## config.mk

```make
export PLATFORM = sky130hd
export DESIGN_NAME = ppio_top
export DESIGN_NICKNAME = d
export VERILOG_FILES = /design/src/ppio_pkg.sv /design/src/ppio_pad_if.sv /design/src/ppio_pad_ctl.sv /design/src/ppio_sync.sv /design/src/ppio_top.sv
export VERILOG_INCLUDE_DIRS = /design/src
export SDC_FILE = /design/constraint.sdc
export NUM_CORES = 1
export LEC_CHECK = 0
export ABC_AREA = 1
export BUFFER_PORTS_ARGS = -buffer_cell sky130_fd_sc_hd__buf_4
export CORE_MARGIN = 1
export CORE_UTILIZATION = 58
export CTS_BUF_LIST = sky130_fd_sc_hd__clkbuf_8 sky130_fd_sc_hd__clkbuf_16
export CTS_CLUSTER_SIZE = 8
export DETAILED_ROUTE_END_ITERATION = 7
export GPL_TIMING_DRIVEN = 0
export PLACE_DENSITY_LB_ADDON = 0.25
export SKIP_CTS_REPAIR_TIMING = 1
export SKIP_LAST_GASP = 1
export SYNTH_ARGS = -nofsm -noshare
export SYNTH_HDL_FRONTEND = slang
export SYNTH_SLANG_ARGS = --single-unit
```

## constraint.sdc

```tcl
create_clock -name SYS_CLK_I -period 2.23 [get_ports SYS_CLK_I]
set_input_delay 0 -clock SYS_CLK_I [delete_from_list [all_inputs] [get_ports SYS_CLK_I]]
set_output_delay 0 -clock SYS_CLK_I [all_outputs]
set_load 0.01 [all_outputs]
```

## src/ppio_defines.svh

```systemverilog
// register offsets, reset values and timing counts of the port pin i/o control block
`ifndef PPIO_DEFINES_SVH
`define PPIO_DEFINES_SVH

// port and bus widths
`define PPIO_W              8
`define PPIO_AW             8

// register offsets, one byte each
`define PPIO_OFF_DATA       8'h00
`define PPIO_OFF_INPUT      8'h01
`define PPIO_OFF_DIR        8'h02
`define PPIO_OFF_RDRV       8'h03
`define PPIO_OFF_PULL_EN    8'h04
`define PPIO_OFF_POLARITY   8'h05
`define PPIO_OFF_OPEN_DRAIN 8'h06
`define PPIO_OFF_AD_DATA    8'h07
`define PPIO_OFF_AD_DIR     8'h08
`define PPIO_OFF_AD_RDRV    8'h09
`define PPIO_OFF_AD_PULL_HI 8'h0a
`define PPIO_OFF_LAST       8'h0a

// reset and reserved values
`define PPIO_RST_BYTE       8'h00
`define PPIO_RSVD_VALUE     8'h00
`define PPIO_GPIO_MASK_DEF  8'hff

// bus clock cycles software waits after a direction change
`define PPIO_DIR_SETTLE_CYC 2

`endif

```

## src/ppio_pkg.sv

```systemverilog
// types shared by the port pin i/o control block
`include "ppio_defines.svh"
package ppio_pkg;

  typedef logic [`PPIO_W-1:0] ppio_byte_t;

  // every register of the top module
  typedef struct packed {
    ppio_byte_t data;      // port data register
    ppio_byte_t dir;       // direction, 1 = output
    ppio_byte_t rdr;       // reduced drive
    ppio_byte_t pe;        // pull enable
    ppio_byte_t pps;       // pull polarity, 1 = pull-down
    ppio_byte_t wom;       // open-drain (wired-or) mode
    ppio_byte_t ad_data;   // analog port upper half data
    ppio_byte_t ad_dir;    // analog port upper half direction
    ppio_byte_t ad_rdr;    // analog port upper half reduced drive
    ppio_byte_t ad_pe;     // analog port upper half pull enable
    ppio_byte_t rdata;     // read data, valid one cycle
  } ppio_regs_t;

  // synchroniser state
  typedef struct packed {
    ppio_byte_t s1;        // first stage, read only by s2
    ppio_byte_t s2;
    ppio_byte_t s3;
    ppio_byte_t lvl;       // accepted pin level
  } ppio_sync_t;

endpackage

```

## src/ppio_pad_if.sv

```systemverilog
// configuration and pad signals between register file and pad control
`timescale 1ns/1ns
`include "ppio_defines.svh"
interface ppio_pad_if;
  logic [`PPIO_W-1:0] dir;        // direction bits
  logic [`PPIO_W-1:0] data;       // data register bits
  logic [`PPIO_W-1:0] rdr;        // reduced drive bits
  logic [`PPIO_W-1:0] pe;         // pull enable bits
  logic [`PPIO_W-1:0] pps;        // polarity bits
  logic [`PPIO_W-1:0] wom;        // open-drain bits
  logic [`PPIO_W-1:0] periph_en;  // peripheral owns pin
  logic [`PPIO_W-1:0] periph_out; // peripheral output level
  logic [`PPIO_W-1:0] periph_oe;  // peripheral output enable
  logic [`PPIO_W-1:0] pin_o;      // pad output level
  logic [`PPIO_W-1:0] pin_oe;     // pad output enable
  logic [`PPIO_W-1:0] pull_en;    // pull device on
  logic [`PPIO_W-1:0] pull_up;    // 1 = pull-up, 0 = pull-down
  logic [`PPIO_W-1:0] rdrv;       // reduced drive to pad

  modport ctrl (output dir, data, rdr, pe, pps, wom, periph_en, periph_out, periph_oe,
                input  pin_o, pin_oe, pull_en, pull_up, rdrv);
  modport pad  (input  dir, data, rdr, pe, pps, wom, periph_en, periph_out, periph_oe,
                output pin_o, pin_oe, pull_en, pull_up, rdrv);
endinterface

```

## src/ppio_pad_ctl.sv

```systemverilog
// pad drive, pull and drive strength selection for one port
`timescale 1ns/1ns
`include "ppio_defines.svh"
module ppio_pad_ctl #(
  parameter logic [`PPIO_W-1:0] GPIO_MASK = `PPIO_GPIO_MASK_DEF, // pins able to do gpio
  parameter bit                 HAS_PPS   = 1'b1,                // polarity select present
  parameter bit                 HAS_WOM   = 1'b1                 // open-drain mode present
) (
  ppio_pad_if.pad p
);
  logic [`PPIO_W-1:0] own_oe;  // output enable from owner
  logic [`PPIO_W-1:0] own_out; // output level from owner
  logic [`PPIO_W-1:0] wom_eff; // open-drain bits that exist
  logic [`PPIO_W-1:0] pps_eff; // polarity bits that exist

  // peripheral wins; direction ignored while it owns the pin
  assign own_oe  = (p.periph_en & p.periph_oe) | (~p.periph_en & p.dir & GPIO_MASK);
  assign own_out = (p.periph_en & p.periph_out) | (~p.periph_en & p.data);
  assign wom_eff = HAS_WOM ? p.wom : '0;
  assign pps_eff = HAS_PPS ? p.pps : '0;

  // open-drain: a high level is released, not driven
  assign p.pin_o  = own_out;
  assign p.pin_oe = own_oe & ~(wom_eff & own_out);
  // pull only for inputs or open-drain outputs, never push-pull
  assign p.pull_en = p.pe & (~own_oe | wom_eff);
  // polarity only counts on inputs; open-drain gets a pull-up
  assign p.pull_up = ~(pps_eff & ~own_oe);
  // drive strength follows the owner's output enable, by gpio or peripheral, so an open-drain pin released high keeps it
  assign p.rdrv    = p.rdr & own_oe;
endmodule

```

## src/ppio_sync.sv

```systemverilog
// three-flop pin input synchroniser with agreement filter
`timescale 1ns/1ns
`include "ppio_defines.svh"
module ppio_sync (
  input  wire logic                clk_i,
  input  wire logic                rst_i,
  input  wire logic [`PPIO_W-1:0]  pin_i,
  output logic      [`PPIO_W-1:0]  lvl_o
);
  ppio_pkg::ppio_sync_t q;  // registered state
  ppio_pkg::ppio_sync_t d;  // next state

  // shift chain; a change counts once stages two and three agree
  always_comb begin
    d     = q;
    d.s1  = pin_i;
    d.s2  = q.s1;
    d.s3  = q.s2;
    d.lvl = (q.s2 & q.s3) | (q.lvl & (q.s2 ^ q.s3));
  end

  // synchronous reset to all low
  always_ff @(posedge clk_i) begin
    if (rst_i) begin
      q <= '0;
    end else begin
      q <= d;
    end
  end

  assign lvl_o = q.lvl;
endmodule

```

## src/ppio_top.sv

```systemverilog
// port pin i/o control: registers, read mux, pad control and pin synchronisers
`timescale 1ns/1ns
`include "ppio_defines.svh"
module ppio_top #(
  parameter logic [`PPIO_W-1:0] GPIO_MASK  = `PPIO_GPIO_MASK_DEF, // 0 for irq or debug pins
  parameter bit                 HAS_INPUT  = 1'b1,                // input register present
  parameter bit                 HAS_RDR_PE = 1'b1,                // drive and pull present
  parameter bit                 HAS_PPS    = 1'b1,                // polarity present
  parameter bit                 HAS_WOM    = 1'b1                 // open-drain present
) (
  input  wire logic                SYS_CLK_I,
  input  wire logic                RESET_I,
  input  wire logic [`PPIO_AW-1:0] ADDR_I,
  input  wire logic [`PPIO_W-1:0]  WDATA_I,
  input  wire logic                WR_I,
  input  wire logic                RD_I,
  output logic      [`PPIO_W-1:0]  RDATA_O,
  input  wire logic [`PPIO_W-1:0]  PIN_I,
  output logic      [`PPIO_W-1:0]  PIN_O,
  output logic      [`PPIO_W-1:0]  PIN_OE_O,
  output logic      [`PPIO_W-1:0]  PULL_EN_O,
  output logic      [`PPIO_W-1:0]  PULL_UP_O,
  output logic      [`PPIO_W-1:0]  RDRV_O,
  input  wire logic [`PPIO_W-1:0]  PERIPH_EN_I,
  input  wire logic [`PPIO_W-1:0]  PERIPH_OUT_I,
  input  wire logic [`PPIO_W-1:0]  PERIPH_OE_I,
  input  wire logic [`PPIO_W-1:0]  AD_PIN_I,
  output logic      [`PPIO_W-1:0]  AD_PIN_O,
  output logic      [`PPIO_W-1:0]  AD_PIN_OE_O,
  output logic      [`PPIO_W-1:0]  AD_PULL_EN_O,
  output logic      [`PPIO_W-1:0]  AD_PULL_UP_O,
  output logic      [`PPIO_W-1:0]  AD_RDRV_O
);

  ppio_pkg::ppio_regs_t q;         // registered state
  ppio_pkg::ppio_regs_t d;         // next state
  logic [`PPIO_W-1:0]   pin_lvl;   // synchronised main port pins
  logic [`PPIO_W-1:0]   ad_lvl;    // synchronised analog port pins

  ppio_pad_if pad_m ();            // main port pad bundle
  ppio_pad_if pad_a ();            // analog port pad bundle

  // data address view: register bit when output, pin when input
  function automatic logic [`PPIO_W-1:0] data_view(input logic [`PPIO_W-1:0] dir,
                                                   input logic [`PPIO_W-1:0] dat,
                                                   input logic [`PPIO_W-1:0] lvl);
    data_view = (dir & dat) | (~dir & lvl);
  endfunction

  // pin inputs pass the synchroniser before any read
  ppio_sync u_sync_m (
    .clk_i (SYS_CLK_I),
    .rst_i (RESET_I),
    .pin_i (PIN_I),
    .lvl_o (pin_lvl)
  );

  ppio_sync u_sync_a (
    .clk_i (SYS_CLK_I),
    .rst_i (RESET_I),
    .pin_i (AD_PIN_I),
    .lvl_o (ad_lvl)
  );

  // register writes and read mux
  always_comb begin
    d       = q;
    d.rdata = `PPIO_RSVD_VALUE; // read data lasts a single cycle
    // writes land whatever the pin usage; effect decided in the pad
    if (WR_I) begin
      case (ADDR_I)
        `PPIO_OFF_DATA: begin
          d.data = WDATA_I;
        end
        `PPIO_OFF_DIR: begin
          d.dir = WDATA_I;
        end
        `PPIO_OFF_RDRV: begin
          if (HAS_RDR_PE) d.rdr = WDATA_I;
        end
        `PPIO_OFF_PULL_EN: begin
          if (HAS_RDR_PE) d.pe = WDATA_I;
        end
        `PPIO_OFF_POLARITY: begin
          if (HAS_PPS) d.pps = WDATA_I;
        end
        `PPIO_OFF_OPEN_DRAIN: begin
          if (HAS_WOM) d.wom = WDATA_I;
        end
        `PPIO_OFF_AD_DATA: begin
          d.ad_data = WDATA_I;
        end
        `PPIO_OFF_AD_DIR: begin
          d.ad_dir = WDATA_I;
        end
        `PPIO_OFF_AD_RDRV: begin
          d.ad_rdr = WDATA_I;
        end
        `PPIO_OFF_AD_PULL_HI: begin
          d.ad_pe = WDATA_I;
        end
        // reserved and input register: write dropped
        default: begin
          d.rdata = `PPIO_RSVD_VALUE;
        end
      endcase
    end
    // strobes never coincide, so read mux may overwrite rdata freely
    if (RD_I) begin
      case (ADDR_I)
        `PPIO_OFF_DATA: begin
          d.rdata = data_view(q.dir, q.data, pin_lvl);
        end
        `PPIO_OFF_INPUT: begin
          d.rdata = HAS_INPUT ? pin_lvl : `PPIO_RSVD_VALUE;
        end
        `PPIO_OFF_DIR: begin
          d.rdata = q.dir;
        end
        `PPIO_OFF_RDRV: begin
          d.rdata = q.rdr;
        end
        `PPIO_OFF_PULL_EN: begin
          d.rdata = q.pe;
        end
        `PPIO_OFF_POLARITY: begin
          d.rdata = q.pps;
        end
        `PPIO_OFF_OPEN_DRAIN: begin
          d.rdata = q.wom;
        end
        `PPIO_OFF_AD_DATA: begin
          d.rdata = data_view(q.ad_dir, q.ad_data, ad_lvl);
        end
        `PPIO_OFF_AD_DIR: begin
          d.rdata = q.ad_dir;
        end
        `PPIO_OFF_AD_RDRV: begin
          d.rdata = q.ad_rdr;
        end
        `PPIO_OFF_AD_PULL_HI: begin
          d.rdata = q.ad_pe;
        end
        // anything unmapped reads as zero
        default: begin
          d.rdata = `PPIO_RSVD_VALUE;
        end
      endcase
    end
  end

  // all state on one synchronous reset
  always_ff @(posedge SYS_CLK_I) begin
    if (RESET_I) begin
      q <= '0;
    end else begin
      q <= d;
    end
  end

  // main port pad bundle, one bit per pin
  assign pad_m.dir        = q.dir;
  assign pad_m.data       = q.data;
  assign pad_m.rdr        = q.rdr;
  assign pad_m.pe         = q.pe;
  assign pad_m.pps        = q.pps;
  assign pad_m.wom        = q.wom;
  assign pad_m.periph_en  = PERIPH_EN_I;
  assign pad_m.periph_out = PERIPH_OUT_I;
  assign pad_m.periph_oe  = PERIPH_OE_I;

  // analog half: the converter only samples, never drives
  assign pad_a.dir        = q.ad_dir;
  assign pad_a.data       = q.ad_data;
  assign pad_a.rdr        = q.ad_rdr;
  assign pad_a.pe         = q.ad_pe;
  assign pad_a.pps        = '0;
  assign pad_a.wom        = '0;
  assign pad_a.periph_en  = '0;
  assign pad_a.periph_out = '0;
  assign pad_a.periph_oe  = '0;

  ppio_pad_ctl #(
    .GPIO_MASK (GPIO_MASK),
    .HAS_PPS   (HAS_PPS),
    .HAS_WOM   (HAS_WOM)
  ) u_pad_m (
    .p (pad_m.pad)
  );

  // no polarity or open-drain on the analog half: pull is always up
  ppio_pad_ctl #(
    .GPIO_MASK (`PPIO_GPIO_MASK_DEF),
    .HAS_PPS   (1'b0),
    .HAS_WOM   (1'b0)
  ) u_pad_a (
    .p (pad_a.pad)
  );

  // outputs
  assign RDATA_O      = q.rdata;
  assign PIN_O        = pad_m.pin_o;
  assign PIN_OE_O     = pad_m.pin_oe;
  assign PULL_EN_O    = pad_m.pull_en;
  assign PULL_UP_O    = pad_m.pull_up;
  assign RDRV_O       = pad_m.rdrv;
  assign AD_PIN_O     = pad_a.pin_o;
  assign AD_PIN_OE_O  = pad_a.pin_oe;
  assign AD_PULL_EN_O = pad_a.pull_en;
  assign AD_PULL_UP_O = pad_a.pull_up;
  assign AD_RDRV_O    = pad_a.rdrv;
endmodule

```

==> results of run 1 <==
==> through the flow <==
step                setup WS [ps]  area [um2]  hold slack, ps
floorplan                    1160        6760             107
global placement              372        7980             198
detailed placement            363        7980             206
CTS                           706        8560            -226
global route                  576        8800            91.6
finish                        619        8800            63.1
==> worst reg2reg max path, stage by stage (launching register included) <==
cell,delay [ps]
dfxtp_1,430
o21ai_0,180
nand3_1,140
nand2_1,130
nor2_1,150
nand3_1,100
nand2_1,60
inv_1,40
==> path summary, 6_finish.rpt <==
path / from / to / depth (start not counted)
setup reg to reg: pad_a.dir[3] / RDATA_O[3] / 7
hold reg to reg: u_sync_a.d[16] / u_sync_a.d[8] / 2
hold / removal: RESET_I / u_sync_m.lvl_o[7] / 3
setup / recovery: ADDR_I[5] / pad_m.data[6] / 8
==> flip-flops by register name (all words and copies together) (netlist names) <==
signal,flops
pad_m.dir,8
pad_m.rdr,8
pad_m.wom,8
u_sync_m.d,16
pad_a.dir,8
pad_m.data,8
u_sync_a.q,8
pad_m.pe,8
pad_a.pe,8
pad_a.data,8
u_sync_a.lvl_o,8
RDATA_O,8
u_sync_m.lvl_o,8
u_sync_m.q,8
pad_m.pps,8
u_sync_a.d,16
pad_a.rdr,8
==> layout make-up <==
type                    count  area (um2)
repair buffers            163        1280
clock inverters            14         138
plain buffers              41         246
well taps                 140         175
fillers                   800        2280
multi-input cells         586        2920
clock buffers              18         439
inverters                 147         552
flip-flops and latches    152        3040
==> power breakdown <==
| group | leakage, nW | switching, W | total (W) | internal, W |
|---|---|---|---|---|
| combinational | 2.59 | 0.000244 | 0.000429 | 0.000185 |
| sequential | 1.23 | 0.0000168 | 0.00277 | 0.00275 |
| clock | 0.283 | 0.00122 | 0.00281 | 0.00159 |
==> layer usage <==
layer | vias up | track usage
li1 | 3314 | -
met1 | 3228 | 0.410
met2 | 482 | 0.562
met3 | 99 | 0.0972
met4 | 0 | 0.225
met5 | - | 0
==> layout by cell type (no fill, tap or decap), drive strengths merged <==
| cell | count |
|---|---|
| o21a | 8 |
| bufinv | 1 |
| clkinv | 4 |
| dfxtp | 152 |
| conb | 8 |
| nand4 | 1 |
| dlygate4sd3 | 24 |
| mux2i | 8 |
| a21oi | 107 |
| inv | 154 |
| nor2 | 141 |
| nand2 | 109 |
| o21ai | 108 |
| clkinvlp | 2 |
| nand3 | 80 |
| ha | 16 |
| clkbuf | 32 |
| buf | 166 |
==> cells in the mapped netlist <==
cell,number
a21oi_1,107
buf_1,2
buf_2,8
buf_4,12
buf_6,5
clkbuf_1,14
conb_1,1
dfxtp_1,152
ha_1,16
inv_1,144
inv_2,3
mux2i_1,8
nand2_1,105
nand2_2,4
nand3_1,76
nand3_2,4
nand4_1,1
nor2_1,125
nor2_2,4
nor2_4,12
o21a_1,8
o21ai_0,102
o21ai_1,6
==> logic make-up after synthesis <==
group / synth area share
other cells: 0.000557
compound gates: 0.169
mux: 0.0119
simple gates: 0.219
flops: 0.452
fa+ha+maj: 0.0297
buf+inv: 0.118
==> flow_metrics.tcl, run 1 <==
set metrics [dict create \
    dieArea_um2 12000 \
    wl_per_cell_um 16.4 \
    track_usage 0.350 \
    layout-drive-gt1-share 0.198 \
    gp_congestion 0.943 \
    leakagePower_nw 4.10 \
    port_buffers 139 \
    top_layer_used "met4" \
    area_delta_synth_final_pct 30.6 \
    dp_hpwl_um 14200 \
    first_pass_iters 7 \
    skew_ps 12.9 \
    drtAntennaViolNets 0 \
    synthCells 919 \
    met3WireLength_um 2260 \
    wl_met2_um 9540 \
    cts_tree "built" \
    grt_antenna_before_repair 0 \
    cts-root-buf "clkbuf_16" \
    antenna_cells 0 \
    worst_pin_slew_ps 1050 \
    grt_max_degree 17 \
    path_class "input pin to flip-flop" \
    cts_buffers 17 \
    worst_setup_path_end_kind "flip-flop" \
    slew_headroom 0.297 \
    grt_overflow 0 \
    post-synth-top-area-cell "dfxtp_1" \
    die_w_um 110 \
    regToRegSetupSlack_ps 910 \
    outcome "finished clean" \
    rsz0062_at_grt "false" \
    num_vias 7123 \
    max_stage_delay_ps 420 \
    crit_family "simple AND/OR/NAND/NOR gates" \
    cts.clk_slew.worst_paths_ps 60 \
    worstSkewPairLatency_ps 430 \
    startpoint_type "input pin" \
    finalSetupTns_ps 0 \
    core_area_um2 11100 \
    critical_path_buf_inv_count 2 \
    clock.fmax_ghz 0.621 \
    post-route-util 0.794 \
    setup_viol 0 \
    clock_path_buffers 2 \
    synth-seq-cells 152 \
    period_minus_slack_ps 1610 \
    syn_area_per_cell_um2 7.33 \
    cp_cell_sequence "buf_4 > nor2_1 > nand2_1 > nor2_2 > nand2_1 > clkbuf_1 > o21ai_0 > a21oi_1" \
    fp.dieH_um 110 \
    wl_um 20700 \
    rows 38 \
    synth_top_area_frac 0.452 \
    grt_pass1_wl_um 31500 \
    synth_area_um2 6740 \
    hold_violations 0 \
    start_util 0.608 \
    period_share 0.722 \
    yosysUniqueCellTypes 23 \
    finalNonFillerCells 1261 \
    ys.warnings.count 0 \
    viasPerCell 5.65 \
    drv_slew 0 \
    ir_worst_vdd_uv 543 \
    cap_violations 0 \
    dp.cells 1205 \
    crit_path_frequent_cell "nand2_1" \
    grt_pass1_vias 6548 \
    power.density_nw_per_um2 683 \
    cp.arrival_ps 1890 \
    cp_slowest_cell "nor2_2" \
    drc 0 \
    netlist_top_cells_area "dfxtp_1 45%, inv_1 8.0%, a21oi_1 7.9%" \
    fin_nets 1184 \
    drt-initial-drc-count 719 \
    path_max_fanout 10 \
    hp-class "input pin to flip-flop" \
    io_pins 148 \
    required_ps 2510 \
    p_total_w 0.00601 \
    h-tree-depth 4 \
    wl_met1_um 7740 \
    cts_sinks 152 \
    yosysSeqAreaShare 0.452 \
]
(Power assumes the default switching activity.)
==> run 2, diff against run 1 <==
--- a/config.mk
+++ b/config.mk
@@ -6,10 +6,10 @@
 export SDC_FILE = /design/constraint.sdc
 export NUM_CORES = 1
 export LEC_CHECK = 0
-export ABC_AREA = 1
+export ABC_AREA = 0
 export BUFFER_PORTS_ARGS = -buffer_cell sky130_fd_sc_hd__buf_4
 export CORE_MARGIN = 1
-export CORE_UTILIZATION = 58
+export CORE_UTILIZATION = 49
 export CTS_BUF_LIST = sky130_fd_sc_hd__clkbuf_8 sky130_fd_sc_hd__clkbuf_16
 export CTS_CLUSTER_SIZE = 8
 export DETAILED_ROUTE_END_ITERATION = 7
==> constraint.sdc (replaced) <==
create_clock -name SYS_CLK_I -period 1.3 [get_ports SYS_CLK_I]
set_input_delay 0 -clock SYS_CLK_I [delete_from_list [all_inputs] [get_ports SYS_CLK_I]]
set_output_delay 0 -clock SYS_CLK_I [all_outputs]
set_load 0.01 [all_outputs]
==> flow_metrics.tcl, run 2 <==
set metrics [dict create \
    outcome "finished with violations" \
    violations "negative setup slack" \
    dp_hpwl_um 14300 \
    cap_violations 0 \
    ys.warnings.count 0 \
    post-synth-top-area-cell "dfxtp_1" \
    ir_worst_vdd_uv 818 \
    clock.fmax_ghz 0.660 \
    skew_ps 5.52 \
    syn_area_per_cell_um2 9.81 \
    regToRegSetupSlack_ps -220 \
    power.density_nw_per_um2 1140 \
    ys.flop_type "dfxtp_1" \
    die_w_um 118 \
    whs_path_depth 4 \
    path_max_fanout 6 \
    grt_antenna_before_repair 0 \
    synthCells 674 \
    yosysSeqAreaShare 0.460 \
    drt-initial-drc-count 433 \
    grt_pass1_wl_um 30100 \
    worstSkewPairLatency_ps 420 \
    n_fill_cell 1013 \
    cp_cell_sequence "mux2_4 > mux4_2 > a32oi_1 > a21oi_1" \
    startpoint_type "flip-flop" \
    drtAntennaViolNets 0 \
    synth_common_cells "152 x dfxtp_1, 102 x mux2i_1, 100 x nor2_1" \
    io_pins 148 \
    fin_nets 938 \
    first_pass_iters 5 \
    rsz0062_at_grt "true" \
    grt_max_degree 17 \
    num_vias 5775 \
    viasPerCell 5.49 \
    drc 0 \
    cp_slowest_cell "mux4_2" \
    wl_um 20300 \
    clock_path_buffers 2 \
    h-tree-depth 4 \
    period_share 1.17 \
    start_util 0.501 \
    antenna_cells 0 \
    rr_worst_depth 4 \
    seqCellArea_um2 3080 \
    hold_violations 0 \
    cts.clk_slew.worst_paths_ps 60 \
    holdPathEnd "RDATA_O[6]" \
    place_area_um2 7870 \
    multi_input_area_um2 3570 \
    synthArstFlopShare 0 \
    worst_setup_path_end_kind "flip-flop" \
    synth_area_um2 6610 \
    hp-class "input pin to flip-flop" \
    synth-seq-cells 152 \
    wl_per_cell_um 19.4 \
    area_delta_synth_final_pct 36.3 \
    cts_tree "built" \
    required_ps 1610 \
    rows 42 \
    slew_headroom 0.592 \
    setup_ws_ps -215 \
    holdWs_ps 55.2 \
    core_area_um2 13200 \
    leakagePower_nw 4.08 \
    cts-root-buf "clkbuf_16" \
    path_class "flip-flop to flip-flop" \
    synth-edff-count 0 \
    dieArea_um2 14000 \
    drv_slew 0 \
    gp_congestion 0.938 \
    layout-drive-gt1-share 0.328 \
    cts_buffers 17 \
    yosysUniqueCellTypes 52 \
    grt_pass1_vias 5421 \
    port_buffers 128 \
    setup_viol 5 \
    mostFrequentLayoutCells "158 x buf_4, 128 x dfxtp_1, 100 x nor2_1" \
    pre_cts_slack_ps -831 \
    max_stage_delay_ps 470 \
    cts_sinks 152 \
    final_common_cell "buf_4" \
    track_usage 0.285 \
    cp.arrival_ps 1830 \
    synth_most_common_cell "dfxtp_1" \
    reg2reg_from "pad_a.dir[1]" \
    design_area_um2 9010 \
    min_from "RD_I" \
    netlist_top_cells_area "dfxtp_1 46%, mux2i_1 15%, nor2b_1 6.9%" \
    worst_pin_slew_ps 612 \
    synth_top_area_frac 0.460 \
    fp.dieH_um 118 \
    period_minus_slack_ps 1520 \
    r2r_end "RDATA_O[1]" \
    grt_overflow 0 \
]
## run 2: cell count changes in the layout (fill, tap and decap cells not counted), moves of 25 or more
cell	previous run	this run
o21ai_0	102	9
nand2_1	105	13
mux2i_1	8	92
inv_1	145	4
a21oi_1	107	22
nand3_1	76	5
nor2b_1	0	71
nor2_1	125	100
## run 2: per-stage QoR
stage / instances / util / TNS [ps] / power [W]
2_1_floorplan: 681 / - / -5950 / 0.00524
3_3_place_gp: 985 / 0.596 / -59160 / 0.00555
3_5_place_dp: 985 / 0.596 / -61470 / 0.00557
4_1_cts: 1017 / 0.640 / -17960 / 0.0102
5_1_grt: 1051 / 0.683 / -754 / 0.0106
6_report: 1051 / 0.683 / -464 / 0.0103
## run 2: how the worst max path moves through the flow
stage | from | endpoint | cells past startpoint
final | pad_a.dir[1] | RDATA_O[1] | 4
after global routing | pad_a.dir[1] | RDATA_O[1] | 4
after CTS | ADDR_I[0] | pad_m.pps[6] | 7
after detailed placement | ADDR_I[0] | pad_m.pps[6] | 7
after global placement | ADDR_I[0] | pad_m.pps[1] | 7
after floorplan | ADDR_I[5] | pad_a.dir[7] | 5
## run 2: worst max-delay path, delay by kind of cell, from the launching register on
| family | cells | cell delay, ps |
|---|---|---|
| muxes | 2 | 780 |
| DFF | 1 | 370 |
| AOI/OAI and AO/OA | 2 | 250 |
## run 2: logic make-up (layout without fill, tap and decap cells)
kind of cell,after synthesis,in the layout,synth area share
other cells,1,8,0.000567
fa+ha+maj,16,16,0.0303
mux,121,121,0.188
buf+inv,57,251,0.0394
flops,152,152,0.460
compound gates,90,90,0.0918
simple gates,237,237,0.189
## run 2: where the power goes
| part | internal [W] | switching, W |
|---|---|---|
| clock network | 0.00274 | 0.00199 |
| registers | 0.00471 | 0.0000239 |
| logic | 0.000371 | 0.000470 |
| total | 0.00783 | 0.00249 |
## run 2: cell type report
type | count | share of cell area
plain buffers | 53 | 0.0311
clock buffers | 19 | 0.0503
clock inverters | 13 | 0.0132
inverters | 4 | 0.00167
multi-input cells | 472 | 0.396
flip-flops and latches | 152 | 0.342
well taps | 176 | 0.0244
repair buffers | 162 | 0.141
## run 2: metal layers
metal / track usage / vias up / wire length (um)
met5: 0 / - / 0
met4: 0.152 / 0 / 597
met3: 0.0579 / 40 / 1640
met2: 0.450 / 270 / 9590
met1: 0.366 / 2744 / 8510
li1: - / 2721 / -
==> run 3, diff against run 2 <==
--- a/config.mk
+++ b/config.mk
@@ -9,7 +9,7 @@
 export ABC_AREA = 0
 export BUFFER_PORTS_ARGS = -buffer_cell sky130_fd_sc_hd__buf_4
 export CORE_MARGIN = 1
-export CORE_UTILIZATION = 49
+export CORE_UTILIZATION = 40
 export CTS_BUF_LIST = sky130_fd_sc_hd__clkbuf_8 sky130_fd_sc_hd__clkbuf_16
 export CTS_CLUSTER_SIZE = 8
 export DETAILED_ROUTE_END_ITERATION = 7
==> flow_metrics.tcl, run 3 (synthesis results as in run 2) <==
set metrics [dict create \
    outcome "finished with violations" \
    violations "negative setup slack" \
    wl_per_cell_um 18.0 \
    mostFrequentLayoutCells "163 x buf_4, 132 x dfxtp_1, 100 x nor2_1" \
    port_buffers 128 \
    fin_nets 943 \
    period_share 1.20 \
    fp.dieH_um 131 \
    dieArea_um2 17000 \
    track_usage 0.228 \
    final_common_cell "buf_4" \
    required_ps 1620 \
    worst_setup_path_end_kind "flip-flop" \
    swShare 0.225 \
    num_vias 5618 \
    finalSetupTns_ps -597 \
    h-tree-depth 4 \
    drc 0 \
    period_minus_slack_ps 1560 \
    grt_pass1_vias 4868 \
    net-switching-power_w 0.00240 \
    slew_headroom 0.516 \
    worstSkewPairLatency_ps 430 \
    leakagePower_nw 4.11 \
    reg2reg_from "pad_a.dir[1]" \
    clock.fmax_ghz 0.643 \
    regToRegSetupSlack_ps -260 \
    min_from "WDATA_I[7]" \
    p_comb_frac 0.077 \
    gp_congestion 0.907 \
    n_fill_cell 1436 \
    cts.clk_slew.worst_paths_ps 70 \
    rows 46 \
    dp_hpwl_um 13800 \
    cts_buffers 17 \
    hold_violations 0 \
    viasPerCell 5.13 \
    max_stage_delay_ps 490 \
    cts_tree "built" \
    drtAntennaViolNets 0 \
    clkPwrFrac 0.479 \
    antenna_cells 0 \
    ir_worst_vdd_uv 876 \
    first_pass_iters 5 \
    cts_sinks 152 \
    path_class "flip-flop to flip-flop" \
    cp_slowest_cell "mux4_2" \
    skew_ps 8.82 \
    cp.arrival_ps 1870 \
    holdPathEnd "pad_m.wom[7]" \
    startpoint_type "flip-flop" \
    cts-root-buf "clkbuf_16" \
    r2r_end "RDATA_O[1]" \
    start_util 0.413 \
    grt_overflow 0 \
    grt_max_degree 17 \
    worst_pin_slew_ps 726 \
    die_w_um 131 \
    p_seq_frac 0.444 \
    layout-drive-gt1-share 0.316 \
    grt_antenna_before_repair 0 \
    holdWs_ps 49.6 \
    io_pins 148 \
    hp-class "input pin to flip-flop" \
    power.density_nw_per_um2 1170 \
    cp_cell_sequence "mux2_4 > mux4_2 > a32oi_2 > a21oi_2" \
    core_area_um2 16000 \
    cap_violations 0 \
    rr_worst_depth 4 \
    setup_ws_ps -255 \
    p_int_w 0.00827 \
    drt-initial-drc-count 425 \
    setup_viol 7 \
    crit_family "multiplexers" \
    clock_path_buffers 2 \
    drv_slew 0 \
    grt_pass1_wl_um 28300 \
    wl_um 19700 \
    critical_path_buf_inv_count 0 \
    whs_path_depth 3 \
    rsz0062_at_grt "true" \
    path_max_fanout 4 \
    area_delta_synth_final_pct 37.9 \
]
## run 3: changes by cell type in the layout (fill, tap and decap cells not counted), moves of 3 or more
| cell | delta |
|---|---|
| clkbuf_2 | -7 |
| buf_4 | +5 |
| clkbuf_1 | +5 |
| dfxtp_1 | +4 |
| dfxtp_2 | -4 |
| bufinv_16 | +3 |
## run 3: power by group through the flow
stage	logic (W)	registers [W]	clock network, W
after global routing	0.000878	0.00474	0.00540
after detailed placement	0.000704	0.00485	0
after CTS	0.000706	0.00474	0.00519
after floorplan	0.000397	0.00484	0
final	0.000817	0.00474	0.00511
after global placement	0.000699	0.00485	0
## run 3: tightest hold or removal path, cell delays in order
cell,delay (ps)
buf_1,200
mux2i_1,180
nor2_1,50
## run 3: per-layer routing
metal,global-route usage,share of wire
met5,0,0
met2,0.362,0.46
met1,0.300,0.46
met4,0.0960,0.024
met3,0.0493,0.055
## run 3: metrics by stage
| step | std cells | total power [W] | worst slack, ps | utilization | area [um2] |
|---|---|---|---|---|---|
| after floorplan | 681 | 0.00524 | -284 | - | 6690 |
| after global placement | 1025 | 0.00554 | -776 | 0.495 | 7920 |
| after detailed placement | 1025 | 0.00555 | -799 | 0.495 | 7920 |
| after CTS | 1057 | 0.0106 | -387 | 0.533 | 8530 |
| after global routing | 1096 | 0.0110 | -299 | 0.570 | 9110 |
| final | 1096 | 0.0107 | -255 | 0.570 | 9110 |
## run 3: how the worst max path moves through the flow
| stage | start | end | depth (start not counted) |
|---|---|---|---|
| final | pad_a.dir[1] | RDATA_O[1] | 4 |
| after global routing | pad_a.dir[1] | RDATA_O[1] | 4 |
| after CTS | ADDR_I[0] | pad_m.pps[2] | 7 |
| after detailed placement | ADDR_I[0] | pad_m.pps[2] | 7 |
| after global placement | ADDR_I[0] | pad_m.pps[4] | 7 |
| after floorplan | ADDR_I[5] | pad_a.dir[7] | 5 |
## run 3: cell type report
type	count	area, um2	area share
repair buffers	167	1300	0.143
flip-flops and latches	152	3080	0.338
plain buffers	53	268	0.0294
clock inverters	15	185	0.0203
multi-input cells	472	3570	0.392
well taps	216	270	0.0296
clock buffers	17	425	0.0467
inverters	4	15.0	0.00165
